<file path="src/logic/acc_bank_pkg.sv">
// Package: constants and carriers for the secondary accumulator bank
package acc_bank_pkg;

  // ************************************************************
  // Widths
  // ************************************************************
  localparam int HALF_W = 16;
  localparam int EXT_W  = 4;
  localparam int ACC_W  = 36;

  // ************************************************************
  // Register map (bank slave, word aligned byte addresses)
  // ************************************************************
  localparam logic [7:0] OFS_B0_HIGH   = 8'h00;
  localparam logic [7:0] OFS_B0_LOW    = 8'h04;
  localparam logic [7:0] OFS_B1_HIGH   = 8'h08;
  localparam logic [7:0] OFS_B1_LOW    = 8'h0c;
  localparam logic [7:0] OFS_SHIFT_AMT = 8'h10;
  localparam logic [7:0] OFS_STATUS    = 8'h14;
  localparam logic [7:0] OFS_B0_EXT    = 8'h18;
  localparam logic [7:0] OFS_B1_EXT    = 8'h1c;

  // Status word zero bit positions
  localparam int ST_EXT_BIT   = 0;
  localparam int ST_OVF_BIT   = 1;
  localparam int ST_LIMIT_BIT = 2;
  localparam int ST_SATD_BIT  = 3;

  // ************************************************************
  // Reset values and saturation words
  // ************************************************************
  localparam logic [35:0] ACC_RESET   = 36'h0_0000_0000;
  localparam logic [15:0] SHIFT_RESET = 16'h0000;
  localparam logic [15:0] SAT_HI_POS  = 16'h7fff;
  localparam logic [15:0] SAT_HI_NEG  = 16'h8000;
  localparam logic [15:0] SAT_LO_POS  = 16'hffff;
  localparam logic [15:0] SAT_LO_NEG  = 16'h0000;
  localparam logic [35:0] LIM_POS     = 36'h0_7fff_ffff;
  localparam logic [35:0] LIM_NEG     = 36'hf_8000_0000;

  // ************************************************************
  // Operation codes from the core sequencer
  // ************************************************************
  typedef enum logic [3:0] {
    OP_NONE      = 4'h0,
    OP_LOAD_HIGH = 4'h1,
    OP_LOAD_LOW  = 4'h2,
    OP_SHIFT_LD  = 4'h3,
    OP_SWAP      = 4'h4,
    OP_LIMIT     = 4'h5,
    OP_EXP       = 4'h6,
    OP_SV_WRITE  = 4'h7
  } op_t;

  typedef struct packed {
    logic        valid;
    op_t         op;
    logic        sel;
    logic [15:0] data;
  } core_cmd_t;

  typedef struct packed {
    logic        valid;
    logic        ext;
    logic        ovf;
  } alu_flags_t;

endpackage

</file>
<file path="src/logic/acc_bank.sv">
// Secondary accumulator bank with sign extension, swap, flags and saturation
//
// Local design decisions: the register offsets and the Wishbone slave port.
`timescale 1ns/100ps
`default_nettype none

// How it works
// - Each accumulator is 16-bit high, 16-bit low and 4-bit extension, 36 bits
// - High and low halves read and written singly as 16-bit operands
// - Swap exchanges secondary and primary contents in one cycle
// - Either accumulator feeds exponent unit and shifter, and takes shifter result
// - Shifter result significant past bit 31 sets extension flag
// - Sign lost beyond shifter or nibble top sets overflow and sticky limit
// - Extension nibble reached only via shift load or swap
// - Narrow writes to high half are sign-extended; narrow writes to low half zero the other 20 bits
// - Loading high clears low; loading low clears high
// - All 36 bits load in one cycle by shift or swap
// - 16-bit shift amount register supplies run-time shift count
// - Each exponent result is written into shift amount register
// - Shift amount register also serves as general temporary register
// - Saturate on half moved to bus and on limit instruction
// - Saturated value is maximum magnitude with source sign
// - Move saturation limits bus word only, accumulator unchanged
// - High half 7fff or 8000; low half ffff or 0000
// - Decision uses current contents at transfer time
// - Flags update from bit-field, ALU and shifter operations
// - Saturation-disable bit suppresses move saturation; limiting sets limit flag
// - After swap, moved-out half still saturated correctly
module acc_bank
(
  input  wire logic                      ref_clk_in,
  input  wire logic                      nrst_in,
  input  wire acc_bank_pkg::core_cmd_t   cmd_in,
  input  wire logic [35:0]               shifter_result_in,
  input  wire logic                      shifter_ext_in,
  input  wire logic                      shifter_ovf_in,
  input  wire logic [15:0]               exp_result_in,
  input  wire logic [35:0]               acc_a_in,
  input  wire acc_bank_pkg::alu_flags_t  alu_flags_in,
  input  wire logic                      rd_valid_in,
  input  wire logic                      rd_sel_in,
  input  wire logic                      rd_high_in,
  input  wire logic                      wb_cyc_i,
  input  wire logic                      wb_stb_i,
  input  wire logic                      wb_we_i,
  input  wire logic [7:0]                wb_adr_i,
  input  wire logic [3:0]                wb_sel_i,
  input  wire logic [31:0]               wb_dat_i,
  output logic      [31:0]               wb_dat_o,
  output logic                           wb_ack_o,
  output logic      [15:0]               main_data_bus_out,
  output logic      [35:0]               acc_b_to_a_out,
  output logic      [35:0]               exp_src_out,
  output logic      [35:0]               shifter_src_out,
  output logic      [15:0]               shift_amount_out,
  output logic      [3:0]                status_word_zero_out
);

  // ************************************************************
  // State
  // ************************************************************
  logic [35:0] acc_reg [2];
  logic [15:0] shift_amount_reg;
  logic        ext_flag_reg;
  logic        ovf_flag_reg;
  logic        limit_flag_reg;
  logic        saturation_disable_bit;
  logic        ack_reg;

  acc_bank_pkg::op_t op;
  logic              sel;
  logic [15:0]       dat;
  logic              bus_wr;
  logic              bus_rd;
  logic              limit_hit;
  logic              move_lim_hit;
  logic [15:0]       move_word;

  assign op     = cmd_in.valid ? cmd_in.op : acc_bank_pkg::OP_NONE;
  assign sel    = cmd_in.sel;
  assign dat    = cmd_in.data;
  assign bus_wr = wb_cyc_i && wb_stb_i && wb_we_i && !ack_reg && wb_sel_i[0] && wb_sel_i[1];
  assign bus_rd = wb_cyc_i && wb_stb_i && !ack_reg;

  // ************************************************************
  // Helpers
  // ************************************************************
  // Overflow into nibble: bits 35..31 not all equal
  function automatic logic over_32(input logic [35:0] v);
    over_32 = !((&v[35:31]) || !(|v[35:31]));
  endfunction

  // Saturating read of one half; returns {hit, word}
  function automatic logic [16:0] sat_half(input logic [35:0] v, input logic high,
                                           input logic dis);
    logic neg;
    neg = v[35];
    if (!dis && over_32(v))
    begin
      if (high)
        sat_half = {1'b1, neg ? acc_bank_pkg::SAT_HI_NEG : acc_bank_pkg::SAT_HI_POS};
      else
        sat_half = {1'b1, neg ? acc_bank_pkg::SAT_LO_NEG : acc_bank_pkg::SAT_LO_POS};
    end
    else
      sat_half = {1'b0, high ? v[31:16] : v[15:0]};
  endfunction

  // ************************************************************
  // Accumulators
  // ************************************************************
  assign limit_hit = (op == acc_bank_pkg::OP_LIMIT) && over_32(acc_reg[sel]);

  always_ff @(posedge ref_clk_in or negedge nrst_in)
  begin
    if (!nrst_in)
    begin
      acc_reg[0] <= acc_bank_pkg::ACC_RESET;
      acc_reg[1] <= acc_bank_pkg::ACC_RESET;
    end
    else if (bus_wr && wb_adr_i == acc_bank_pkg::OFS_B0_HIGH)
      acc_reg[0] <= {{4{wb_dat_i[15]}}, wb_dat_i[15:0], 16'h0000};
    else if (bus_wr && wb_adr_i == acc_bank_pkg::OFS_B0_LOW)
      acc_reg[0] <= {20'h00000, wb_dat_i[15:0]};
    else if (bus_wr && wb_adr_i == acc_bank_pkg::OFS_B1_HIGH)
      acc_reg[1] <= {{4{wb_dat_i[15]}}, wb_dat_i[15:0], 16'h0000};
    else if (bus_wr && wb_adr_i == acc_bank_pkg::OFS_B1_LOW)
      acc_reg[1] <= {20'h00000, wb_dat_i[15:0]};
    else
    begin
      case (op)
        acc_bank_pkg::OP_LOAD_HIGH:
          acc_reg[sel] <= {{4{dat[15]}}, dat, 16'h0000};
        acc_bank_pkg::OP_LOAD_LOW:
          acc_reg[sel] <= {20'h00000, dat};
        acc_bank_pkg::OP_SHIFT_LD:
          acc_reg[sel] <= shifter_result_in;
        acc_bank_pkg::OP_SWAP:
          acc_reg[sel] <= acc_a_in;
        acc_bank_pkg::OP_LIMIT:
          if (limit_hit)
            acc_reg[sel] <= acc_reg[sel][35] ? acc_bank_pkg::LIM_NEG
                                             : acc_bank_pkg::LIM_POS;
        default:
          acc_reg[sel] <= acc_reg[sel];
      endcase
    end
  end

  // Swap partner sees the old contents in the same cycle
  assign acc_b_to_a_out  = acc_reg[sel];
  assign exp_src_out     = acc_reg[sel];
  assign shifter_src_out = acc_reg[sel];

  // ************************************************************
  // Shift amount register
  // ************************************************************
  always_ff @(posedge ref_clk_in or negedge nrst_in)
  begin
    if (!nrst_in)
      shift_amount_reg <= acc_bank_pkg::SHIFT_RESET;
    else if (bus_wr && wb_adr_i == acc_bank_pkg::OFS_SHIFT_AMT)
      shift_amount_reg <= wb_dat_i[15:0];
    else if (op == acc_bank_pkg::OP_EXP)
      shift_amount_reg <= exp_result_in;
    else if (op == acc_bank_pkg::OP_SV_WRITE)
      shift_amount_reg <= dat;
  end

  assign shift_amount_out = shift_amount_reg;

  // ************************************************************
  // Move-out saturation on the data bus
  // ************************************************************
  // Decided from live contents so late moves and post-swap moves still limit
  assign {move_lim_hit, move_word} = sat_half(acc_reg[rd_sel_in], rd_high_in,
                                              saturation_disable_bit);

  always_ff @(posedge ref_clk_in or negedge nrst_in)
  begin
    if (!nrst_in)
      main_data_bus_out <= 16'h0000;
    else if (rd_valid_in)
      main_data_bus_out <= move_word;
  end

  // ************************************************************
  // Status flags
  // ************************************************************
  always_ff @(posedge ref_clk_in or negedge nrst_in)
  begin
    if (!nrst_in)
    begin
      ext_flag_reg           <= 1'b0;
      ovf_flag_reg           <= 1'b0;
      saturation_disable_bit <= 1'b0;
    end
    else if (bus_wr && wb_adr_i == acc_bank_pkg::OFS_STATUS)
    begin
      ext_flag_reg           <= wb_dat_i[acc_bank_pkg::ST_EXT_BIT];
      ovf_flag_reg           <= wb_dat_i[acc_bank_pkg::ST_OVF_BIT];
      saturation_disable_bit <= wb_dat_i[acc_bank_pkg::ST_SATD_BIT];
    end
    else if (op == acc_bank_pkg::OP_SHIFT_LD)
    begin
      ext_flag_reg <= shifter_ext_in || over_32(shifter_result_in);
      ovf_flag_reg <= shifter_ovf_in;
    end
    else if (alu_flags_in.valid)
    begin
      ext_flag_reg <= alu_flags_in.ext;
      ovf_flag_reg <= alu_flags_in.ovf;
    end
  end

  // Sticky: a set in the same cycle as a software clear wins
  always_ff @(posedge ref_clk_in or negedge nrst_in)
  begin
    if (!nrst_in)
      limit_flag_reg <= 1'b0;
    else if ((op == acc_bank_pkg::OP_SHIFT_LD && shifter_ovf_in) ||
             (alu_flags_in.valid && alu_flags_in.ovf) || limit_hit ||
             (rd_valid_in && move_lim_hit))
      limit_flag_reg <= 1'b1;
    else if (bus_wr && wb_adr_i == acc_bank_pkg::OFS_STATUS)
      limit_flag_reg <= wb_dat_i[acc_bank_pkg::ST_LIMIT_BIT];
  end

  assign status_word_zero_out = {saturation_disable_bit, limit_flag_reg,
                                 ovf_flag_reg, ext_flag_reg};

  // ************************************************************
  // Wishbone slave, registered one-cycle ack after one wait cycle
  // ************************************************************
  always_ff @(posedge ref_clk_in or negedge nrst_in)
  begin
    if (!nrst_in)
      ack_reg <= 1'b0;
    else
      ack_reg <= wb_cyc_i && wb_stb_i && !ack_reg;
  end

  always_ff @(posedge ref_clk_in or negedge nrst_in)
  begin
    if (!nrst_in)
      wb_dat_o <= 32'h0000_0000;
    else if (bus_rd)
    begin
      if (wb_adr_i == acc_bank_pkg::OFS_B0_HIGH)
        wb_dat_o <= {16'h0000, acc_reg[0][31:16]};
      else if (wb_adr_i == acc_bank_pkg::OFS_B0_LOW)
        wb_dat_o <= {16'h0000, acc_reg[0][15:0]};
      else if (wb_adr_i == acc_bank_pkg::OFS_B1_HIGH)
        wb_dat_o <= {16'h0000, acc_reg[1][31:16]};
      else if (wb_adr_i == acc_bank_pkg::OFS_B1_LOW)
        wb_dat_o <= {16'h0000, acc_reg[1][15:0]};
      else if (wb_adr_i == acc_bank_pkg::OFS_SHIFT_AMT)
        wb_dat_o <= {16'h0000, shift_amount_reg};
      else if (wb_adr_i == acc_bank_pkg::OFS_STATUS)
        wb_dat_o <= {28'h0000000, status_word_zero_out};
      else
        wb_dat_o <= 32'h0000_0000;
    end
  end

  assign wb_ack_o = ack_reg;

endmodule

`default_nettype wire

</file>
<file path="config.mk">
export PLATFORM = sky130hd
export DESIGN_NAME = acc_bank
export DESIGN_NICKNAME = d
export VERILOG_FILES = /design/src/logic/acc_bank_pkg.sv /design/src/logic/acc_bank.sv
export SDC_FILE = /design/constraint.sdc
export NUM_CORES = 1
export LEC_CHECK = 0
export BUFFER_PORTS_ARGS = -buffer_cell sky130_fd_sc_hd__buf_2
export CAP_MARGIN = 20
export CORE_MARGIN = 5
export CORE_UTILIZATION = 45
export CTS_BUF_LIST = sky130_fd_sc_hd__clkbuf_8
export CTS_CLUSTER_SIZE = 20
export DETAILED_ROUTE_END_ITERATION = 16
export PLACE_DENSITY = 0.77
export REMOVE_ABC_BUFFERS = 1
export SYNTH_ARGS = -nofsm -noshare
export SYNTH_HDL_FRONTEND = slang
export SYNTH_SLANG_ARGS = --single-unit
</file>
<file path="constraint.sdc">
create_clock -name ref_clk_in -period 2.7 [get_ports ref_clk_in]
set_input_delay 0.135 -clock ref_clk_in [delete_from_list [all_inputs] [get_ports ref_clk_in]]
set_output_delay 0.135 -clock ref_clk_in [all_outputs]
set_load 0.01 [all_outputs]
</file>
==> impl_metrics.py, run 1 <==
metrics = {
    "synthesis": {
        "yosys.cell_count.top_type": "dfrtp_1",
        "synth-xor-area-share_pct": 0.0843,
        "ys_types": 73,
        "netlist_area_um2": 10400,
        "ys_warn_count": 0,
        "yosys.area_share.simple_pct": 15.4,
        "synth_edf_count": 0,
        "synth_area_leaders": "dfrtp_1 30%, buf_4 6.9%, a21oi_1 5.9%, o21ai_0 4.3%, mux2_2 4.2%",
        "yosys.area.top_type": "dfrtp_1",
        "synth-async-reset-ratio_pct": 100,
        "netlist.area_leader.share_pct": 30.1,
        "syn_area_per_cell_um2": 8.53,
        "synthTopCellsByCount": "125 x dfrtp_1, 122 x a21oi_1, 116 x nand2_1",
        "ys_seq_area_share_pct": 30.1,
        "synth_seq_cells": 125,
        "synth_top_family_by_area": "compound AO/OA/AOI/OAI gates",
        "synth_fa_ha_area_share_pct": 0.0964,
        "netlist_instances": 1218,
        "synth_mux_area_share_pct": 9.72,
        "synth-compound-area-share_pct": 32.9,
        "synth_top_flop_cell": "dfrtp_1",
    },
    "route": {
        "drc": 0,
        "wl_um": 43600,
        "firstDrtPassIters": 6,
        "drt.antenna.violating_nets": 0,
        "vias_per_cell": 6.54,
        "wire_per_inst_um": 24.6,
        "drt_iter0_markers": 1395,
        "vias": 11574,
    },
    "worst_setup_path": {
        "path_cells": "nand3b_2 > or4_4 > nand2_2 > o221ai_1 > a21oi_1 > o22a_1",
        "cp_slowest_cell": "or4_4",
        "r2r_end": "acc_reg[51]$_DFFE_PN0P_",
        "crit_required_ns": 3.10,
        "cp_num_cells": 6,
        "r2r_start": "wb_ack_o$_DFF_PN0_",
        "crit_family": "simple AND/OR/NAND/NOR gates",
        "reg2reg_depth": 6,
        "slowest_delay_ns": 0.72,
        "path_class": "register to register",
        "cp-end-kind": "register",
        "crit_end": "acc_reg[51]$_DFFE_PN0P_",
        "critPathBufInv": 0,
        "startpoint_type": "register",
        "arrival_ns": 2.90,
        "cp_max_fo": 15,
        "critPathLaunch": "wb_ack_o$_DFF_PN0_",
        "ff2ff_setup_slack_ns": 0.20,
    },
    "sta": {
        "setup_viol": 0,
        "timing.final.crit_share_pct": 92.6,
        "clock-skew-final_ns": 0.0112,
        "period_needed_ns": 2.50,
        "relSlewSlack_pct": 46.7,
        "rsz0062_at_grt": "no",
        "fmax_mhz": 400,
        "tightest_slew_ns": 0.799,
        "hold_violations": 0,
        "slew_violations": 0,
    },
    "floorplan": {
        "fp.dieH_um": 162,
        "dieArea_um2": 26200,
        "initial_core_util_pct": 45.7,
        "row_count": 55,
        "core-area_um2": 22700,
        "die_w_um": 162,
        "ioPinCount": 344,
    },
    "grt": {
        "antenna_found_initial": 2,
        "grt_pass1_wl_um": 65800,
        "overflow": 0,
        "grt_pass1_vias": 11040,
        "track_usage_pct": 32.2,
        "grt_max_degree": 56,
    },
    "place": {
        "dp.cells": 1721,
        "place_congestion": 0.990,
        "io_buffers": 309,
        "dp_hpwl_um": 32100,
    },
    "clock_network": {
        "clk_latency_ns": 0.46,
        "h-tree-depth": 4,
        "clk_path_buf_depth": 2,
        "numClockSinks": 125,
        "cts_buffers": 17,
        "cts.reportedPaths.clkPinSlew_ns": 0.08,
        "ctsRootBufferMaster": "clkbuf_8",
        "post_cts_buffers": 0,
        "cts_tree": "yes",
    },
    "outcome": {
        "status": "finished, final reports clean",
    },
    "power_and_ir_drop": {
        "irDropWorstVdd_mv": 0.233,
        "powerDensity_nw_per_um2": 415,
        "power_mw": 5.20,
        "leakage_nw": 6.09,
    },
    "finish": {
        "syn2layout_area_growth_pct": 20.6,
        "fin_nets": 1636,
        "largest_reg_flops": 72,
        "stdcell_count": 1769,
        "final_util_pct": 55.1,
        "drive_above_1_share_pct": 37.5,
    },
    "run": {
        "max_cap_viol_count": 0,
    },
    "hold_path": {
        "hold_path_class": "primary input to register",
    },
}
[worst min-delay path by stage]
stage | startpoint | endpoint | slack (ns) | cells past startpoint
global placement | nrst_in | shift_amount_out[2]$_DFFE_PN0P_ | 0.28 | 1
finish | wb_dat_i[6] | shift_amount_out[6]$_DFFE_PN0P_ | 0.02 | 2
global route | wb_dat_i[10] | shift_amount_out[10]$_DFFE_PN0P_ | 0.04 | 2
floorplan | nrst_in | acc_reg[0]$_DFFE_PN0P_ | -0.16 | 0
detailed placement | nrst_in | main_data_bus_out[2]$_DFFE_PN0P_ | 0.26 | 1
CTS | wb_dat_i[6] | shift_amount_out[6]$_DFFE_PN0P_ | 0.002 | 2
[report_power, final]
group / switching, mW / internal (mW) / total, mW
Sequential: 0.155 / 2.01 / 2.17
Combinational: 0.822 / 0.577 / 1.40
Clock: 0.810 / 0.826 / 1.64
Total: 1.79 / 3.41 / 5.20
[layer usage]
layer	wire [um]	track usage, %	up-vias
li1	-	-	5022
met1	16700	43.3	5520
met2	20100	51.9	888
met3	5040	5.66	144
met4	1780	12.5	0
met5	0	0	-
[final cells by class]
cell class / instances / area [um2]
Tap cell: 285 / 357
Sequential cell: 125 / 3130
Clock inverter: 14 / 129
Multi-Input combinational cell: 899 / 6210
Clock buffer: 18 / 248
Timing Repair Buffer: 411 / 2390
Inverter: 15 / 56.3
Antenna cell: 2 / 5.00
Fill cell: 2110 / 10200
[placed cells by master, fill, tap and decap left out, drive strengths merged, types with 15 or more instances in the layout]
| cell type | netlist | layout |
|---|---|---|
| a211oi | 18 | 18 |
| a21o | 29 | 29 |
| a21oi | 133 | 133 |
| a221o | 36 | 36 |
| a221oi | 17 | 17 |
| and3 | 35 | 35 |
| buf | 129 | 397 |
| clkbuf | 65 | 18 |
| conb | 1 | 16 |
| dfrtp | 125 | 125 |
| inv | 15 | 17 |
| mux2 | 39 | 39 |
| mux2i | 21 | 21 |
| mux4 | 16 | 16 |
| nand2 | 117 | 117 |
| nand2b | 18 | 18 |
| nand3 | 15 | 15 |
| nor2 | 70 | 70 |
| o211ai | 20 | 20 |
| o21ai | 113 | 113 |
| o221a | 24 | 24 |
| o221ai | 22 | 22 |
| o22a | 15 | 15 |
[stage by stage]
stage | TNS [ns] | hold WS [ns] | cell area [um2] | setup slack [ns]
floorplan | -78.39 | -0.161 | 9290 | -1.22
global placement | 0 | 0.279 | 12000 | 0.193
detailed placement | 0 | 0.262 | 12000 | 0.108
CTS | 0 | 0.00216 | 12500 | 0.173
global route | 0 | 0.0362 | 12500 | 0.0896
finish | 0 | 0.0185 | 12500 | 0.200
[cell families after synthesis]
kind of cell / count (synthesis)
XOR/XNOR: 1
AO/OA/AOI/OAI: 487
flip-flops: 125
adder cells (fa/ha/maj): 1
other: 1
buffers and inverters: 209
AND/OR/NAND/NOR: 318
multiplexers: 76
[worst register-to-register path, delay by kind of cell, from the launching register on]
family / cells / cell delay [ns]
DFF: 1 / 0.39
and+or+nand+nor: 3 / 1.47
AOI/OAI and AO/OA: 3 / 0.57
[timing repair]
action                                  in CTS  in global routing
hold endpoints to repair                    65                  0
endpoints found under the setup margin       0                 10
hold buffers                                14                  0
resized for setup                            0                  2
Power figures use the tool's default switching activity.
==> inputs of run 2 (changes only) <==
PLACE_DENSITY = 0.72   (was 0.77)
==> run 2 against run 1 <==
Effect of this change: fmax decreased by 1.7%; via count fell by 0.44%; final cell count grew 0.34%; clock skew grew 0.0045 ns; sequential power about the same; cell area grew 0.76%; critical endpoint is now acc_reg[37]$_DFFE_PN0P_; largest cell class unchanged; largest power group unchanged.
==> impl_metrics.py, run 2 (same netlist as run 1, synthesis figures left out) <==
metrics = {
    "outcome": {
        "status": "finished, final reports clean",
    },
    "worst_setup_path": {
        "path_class": "register to register",
        "cp_max_fo": 15,
        "crit_required_ns": 3.10,
        "cp-end-kind": "register",
        "cp_slowest_cell": "or4_4",
        "slowest_delay_ns": 0.75,
        "startpoint_type": "register",
        "path_cells": "nand3b_2 > or4_4 > nand2_2 > o221ai_1 > a21oi_1 > o22a_1",
        "reg2reg_depth": 6,
        "arrival_ns": 2.94,
    },
    "floorplan": {
        "row_count": 55,
        "core-area_um2": 22700,
        "ioPinCount": 344,
        "dieArea_um2": 26200,
        "fp.dieH_um": 162,
        "die_w_um": 162,
        "initial_core_util_pct": 45.7,
    },
    "clock_network": {
        "clk_latency_ns": 0.47,
        "clk_path_buf_depth": 2,
        "cts.reportedPaths.clkPinSlew_ns": 0.08,
        "h-tree-depth": 4,
        "cts_tree": "yes",
        "cts_hold_buf": 18,
        "numClockSinks": 125,
        "cts_buffers": 17,
        "ctsResizeCount": 0,
        "ctsRootBufferMaster": "clkbuf_8",
        "post_cts_buffers": 0,
    },
    "route": {
        "drc": 0,
        "wl_um": 43800,
        "wire_per_inst_um": 24.7,
        "drt_iter0_markers": 1496,
        "vias_per_cell": 6.49,
        "firstDrtPassIters": 6,
        "drt.antenna.violating_nets": 0,
        "vias": 11523,
    },
    "grt": {
        "overflow": 0,
        "grt_pass1_vias": 10916,
        "grt_max_degree": 126,
        "antenna_found_initial": 3,
        "grt_pass1_wl_um": 65400,
        "track_usage_pct": 32.2,
    },
    "place": {
        "dp_slack_ns": 0.147,
        "dp.cells": 1722,
        "dpl_cell_area_um2": 12000,
        "dp_hpwl_um": 31300,
        "place_congestion": 0.979,
        "io_buffers": 309,
    },
    "sta": {
        "tightest_slew_ns": 0.885,
        "setup_slack_ns": 0.158,
        "clock-skew-final_ns": 0.0157,
        "slew_violations": 0,
        "hold_violations": 0,
        "rsz0062_at_grt": "no",
        "period_needed_ns": 2.54,
        "fmax_mhz": 393,
        "relSlewSlack_pct": 41.0,
        "setup_viol": 0,
        "timing.final.crit_share_pct": 94.1,
    },
    "finish": {
        "fillers": 2104,
        "final_common_cell": "buf_2",
        "layout_common_cells": "307 x buf_2, 125 x dfrtp_1, 120 x a21oi_1, 116 x nand2_1, 90 x o21ai_0",
        "fin_nets": 1641,
        "syn2layout_area_growth_pct": 21.5,
        "stdcell_count": 1775,
        "final_util_pct": 55.6,
        "postLayoutCellArea_um2": 12600,
        "drive_above_1_share_pct": 37.5,
        "largest_reg_flops": 72,
    },
    "hold_path": {
        "hold_path_class": "primary input to register",
        "min_path_cells": 2,
    },
    "power_and_ir_drop": {
        "irDropWorstVdd_mv": 0.277,
        "leakage_nw": 6.14,
        "powerDensity_nw_per_um2": 428,
    },
    "run": {
        "max_cap_viol_count": 0,
    },
}
[run 2: metal layers]
layer | track usage [%] | share of wire, %
met1 | 43.1 | 38
met2 | 51.0 | 46
met3 | 7.56 | 12
met4 | 12.2 | 4.0
met5 | 0 | 0
[run 2: area by class of cell]
type	instances	area (um2)	area share [%]
clock buffer	21	289	2.29
sequential	125	3130	24.8
antenna	3	7.51	0.0595
tap	285	357	2.83
timing repair buffer	416	2450	19.4
multi-input combinational	899	6190	49.1
inverter	15	56.3	0.446
clock inverter	11	140	1.11
[run 2: metrics by stage]
stage          TNS, ns  hold WS, ns  power (mW)
4_1_cts              0      0.00946        5.37
6_report             0       0.0267        5.40
3_3_place_gp         0        0.317        3.53
3_5_place_dp         0        0.315        3.56
2_1_floorplan   -78.39       -0.161        2.80
5_1_grt              0       0.0285        5.61
[run 2: final timing paths]
path	startpoint	to	slack (ns)
setup / recovery	wb_ack_o$_DFF_PN0_	acc_reg[37]$_DFFE_PN0P_	0.16
hold / removal	wb_dat_i[2]	shift_amount_out[2]$_DFFE_PN0P_	0.03
setup reg to reg	wb_ack_o$_DFF_PN0_	acc_reg[37]$_DFFE_PN0P_	0.16
hold reg to reg	wb_dat_o[14]$_DFFE_PN0P_	wb_dat_o[14]$_DFFE_PN0P_	0.48
max in group asynchronous	nrst_in	acc_reg[20]$_DFFE_PN0P_	1.83
min in group asynchronous	nrst_in	main_data_bus_out[3]$_DFFE_PN0P_	0.33
[run 2: critical path: cells and delay by family (launching register included)]
family,cells,cell delay [ns]
simple gates,3,1.56
flops,1,0.37
compound gates,3,0.53
[run 2: power breakdown]
group / internal (mW) / total [mW] / switching (mW)
Combinational: 0.586 / 1.41 / 0.821
Sequential: 2.01 / 2.17 / 0.155
Clock: 1.00 / 1.83 / 0.823
Total: 3.60 / 5.40 / 1.80
==> inputs of run 3 (changes only) <==
--- a/config.mk
+++ b/config.mk
@@ -6,12 +6,10 @@
 export NUM_CORES = 1
 export LEC_CHECK = 0
-export BUFFER_PORTS_ARGS = -buffer_cell sky130_fd_sc_hd__buf_2
 export CAP_MARGIN = 20
 export CORE_MARGIN = 5
 export CORE_UTILIZATION = 45
-export CTS_BUF_LIST = sky130_fd_sc_hd__clkbuf_8
 export CTS_CLUSTER_SIZE = 20
 export DETAILED_ROUTE_END_ITERATION = 16
-export PLACE_DENSITY = 0.72
+export DONT_BUFFER_PORTS = 1
 export REMOVE_ABC_BUFFERS = 1
 export SYNTH_ARGS = -nofsm -noshare
==> constraint.sdc (replaced) <==
create_clock -name ref_clk_in -period 2.7 [get_ports ref_clk_in]
set_input_delay 0.135 -clock ref_clk_in [delete_from_list [all_inputs] [get_ports ref_clk_in]]
set_output_delay 0.135 -clock ref_clk_in [all_outputs]
set_load 0.05 [all_outputs]
==> run 3 against run 2 <==
Effect of this change: the flow now finishes with violations (hold timing); critical endpoint unchanged; total power rose by 10%; fmax fell by 1.1%; largest cell class unchanged; sequential cell count unchanged.
==> impl_metrics.py, run 3 (same netlist as run 1, synthesis figures left out) <==
metrics = {
    "clock_network": {
        "cts_tree": "yes",
        "cts.reportedPaths.clkPinSlew_ns": 0.06,
        "numClockSinks": 125,
        "clk_path_buf_depth": 2,
        "ctsRootBufferMaster": "clkbuf_16",
        "post_cts_buffers": 0,
        "clk_latency_ns": 0.43,
        "h-tree-depth": 4,
        "ctsResizeCount": 0,
        "cts_buffers": 17,
        "cts_hold_buf": 22,
    },
    "worst_setup_path": {
        "cp-end-kind": "register",
        "critPathBufInv": 0,
        "path_cells": "nand3b_2 > or4_4 > nand2_2 > o221ai_1 > a21oi_1 > o22a_1",
        "cp_slowest_cell": "or4_4",
        "cp_max_fo": 15,
        "startpoint_type": "register",
        "arrival_ns": 2.94,
        "reg2reg_depth": 6,
        "r2r_end": "acc_reg[37]$_DFFE_PN0P_",
        "crit_family": "simple AND/OR/NAND/NOR gates",
        "ff2ff_setup_slack_ns": 0.13,
        "crit_required_ns": 3.07,
        "slowest_delay_ns": 0.68,
        "path_class": "register to register",
        "r2r_start": "wb_ack_o$_DFF_PN0_",
    },
    "route": {
        "wl_um": 44100,
        "vias_per_cell": 7.06,
        "vias": 10319,
        "drc": 0,
        "wire_per_inst_um": 30.2,
        "drt_iter0_markers": 1084,
        "drt.antenna.violating_nets": 0,
        "firstDrtPassIters": 6,
    },
    "finish": {
        "final_util_pct": 49.2,
        "final_common_cell": "dfrtp_1",
        "num_antenna_cells": 0,
        "layout_common_cells": "125 x dfrtp_1, 120 x a21oi_1, 116 x nand2_1, 90 x o21ai_0, 83 x buf_4",
        "largest_reg_flops": 72,
        "syn2layout_area_growth_pct": 7.61,
        "fin_nets": 1333,
        "drive_above_1_share_pct": 20.6,
    },
    "sta": {
        "setup_slack_ns": 0.130,
        "rsz0062_at_grt": "no",
        "fin_hold_ws_ns": -0.606,
        "setup_viol": 0,
        "relSlewSlack_pct": 44.8,
        "tightest_slew_ns": 0.824,
        "clock-skew-final_ns": 0.00867,
        "slew_violations": 0,
        "hold_violations": 125,
        "fin_tns_setup_ns": 0,
        "timing.final.crit_share_pct": 95.2,
        "period_needed_ns": 2.57,
        "fmax_mhz": 389,
    },
    "grt": {
        "antenna_found_initial": 1,
        "grt_pass1_vias": 9924,
        "overflow": 0,
        "grt_max_degree": 126,
        "grt_pass1_wl_um": 64700,
        "track_usage_pct": 32.8,
    },
    "floorplan": {
        "row_count": 55,
        "ioPinCount": 344,
        "fp.dieH_um": 162,
        "core-area_um2": 22700,
        "initial_core_util_pct": 45.7,
        "dieArea_um2": 26200,
        "die_w_um": 162,
    },
    "power_and_ir_drop": {
        "power_mw": 5.95,
        "irDropWorstVdd_mv": 0.358,
        "leakage_nw": 4.79,
        "powerDensity_nw_per_um2": 533,
    },
    "place": {
        "dp_slack_ns": 0.220,
        "dp_hpwl_um": 29900,
        "io_buffers": 0,
        "place_congestion": 0.993,
    },
    "run": {
        "max_cap_viol_count": 0,
    },
    "outcome": {
        "status": "complete, but fails checks",
        "violations": "hold timing",
    },
    "hold_path": {
        "hold_path_class": "primary input to async pin",
    },
}
==> run 3: cell types whose count changed in the layout (fill, tap and decap cells not counted), moves of 3 or more <==
cell,before,now
clkbuf_16,0,17
buf_4,87,83
buf_2,307,0
diode_2,3,0
clkbuf_8,21,2
dlygate4sd3_1,18,21
==> run 3: through the flow <==
| stage | hold WS [ns] | instances | instance area, um2 |
|---|---|---|---|
| 4_1_cts | -0.603 | 1461 | 11200 |
| 2_1_floorplan | -0.161 | 1039 | 9290 |
| 5_1_grt | -0.611 | 1461 | 11200 |
| 3_5_place_dp | -0.152 | 1410 | 10400 |
| 3_3_place_gp | -0.154 | 1410 | 10400 |
| 6_report | -0.606 | 1461 | 11200 |
==> run 3: final cells by class <==
type | count | area [um2]
Sequential cell | 125 | 3130
Clock inverter | 8 | 70.1
Tap cell | 285 | 357
Inverter | 15 | 56.3
Clock buffer | 21 | 460
Multi-Input combinational cell | 899 | 6190
Fill cell | 2166 | 11500
Timing Repair Buffer | 108 | 913
==> run 3: per-layer routing <==
layer / GRT usage, % / wire length (um) / share of wire (%) / vias to the layer above
li1: - / - / - / 4432
met1: 44.3 / 17300 / 39 / 4998
met2: 50.1 / 19700 / 45 / 762
met3: 9.24 / 5500 / 12 / 127
met4: 12.5 / 1630 / 3.7 / 0
met5: 0 / 0 / 0 / -
==> run 3: report_power, final <==
group | internal, mW | switching, mW | total, mW
clock | 1.29 | 0.884 | 2.17
sequential | 2.01 | 0.466 | 2.47
combinational | 0.395 | 0.913 | 1.31
==> run 3: worst reg2reg max path, stage by stage (launching register included) <==
cell	delay (ns)
dfrtp_1	0.38
nand3b_2	0.43
or4_4	0.69
nand2_2	0.45
o221ai_1	0.23
a21oi_1	0.18
o22a_1	0.15
==> run 3: how the worst max path moves through the flow <==
stage / cells past startpoint / slack (ns) / end / start
2_1_floorplan: 5 / -1.45 / acc_reg[52]$_DFFE_PN0P_ / wb_ack_o$_DFF_PN0_
3_3_place_gp: 8 / 0.29 / acc_reg[44]$_DFFE_PN0P_ / wb_ack_o$_DFF_PN0_
3_5_place_dp: 6 / 0.22 / acc_reg[49]$_DFFE_PN0P_ / wb_ack_o$_DFF_PN0_
4_1_cts: 6 / 0.18 / acc_reg[49]$_DFFE_PN0P_ / wb_ack_o$_DFF_PN0_
5_1_grt: 6 / 0.006 / acc_reg[49]$_DFFE_PN0P_ / wb_ack_o$_DFF_PN0_
6_report: 6 / 0.13 / acc_reg[37]$_DFFE_PN0P_ / wb_ack_o$_DFF_PN0_
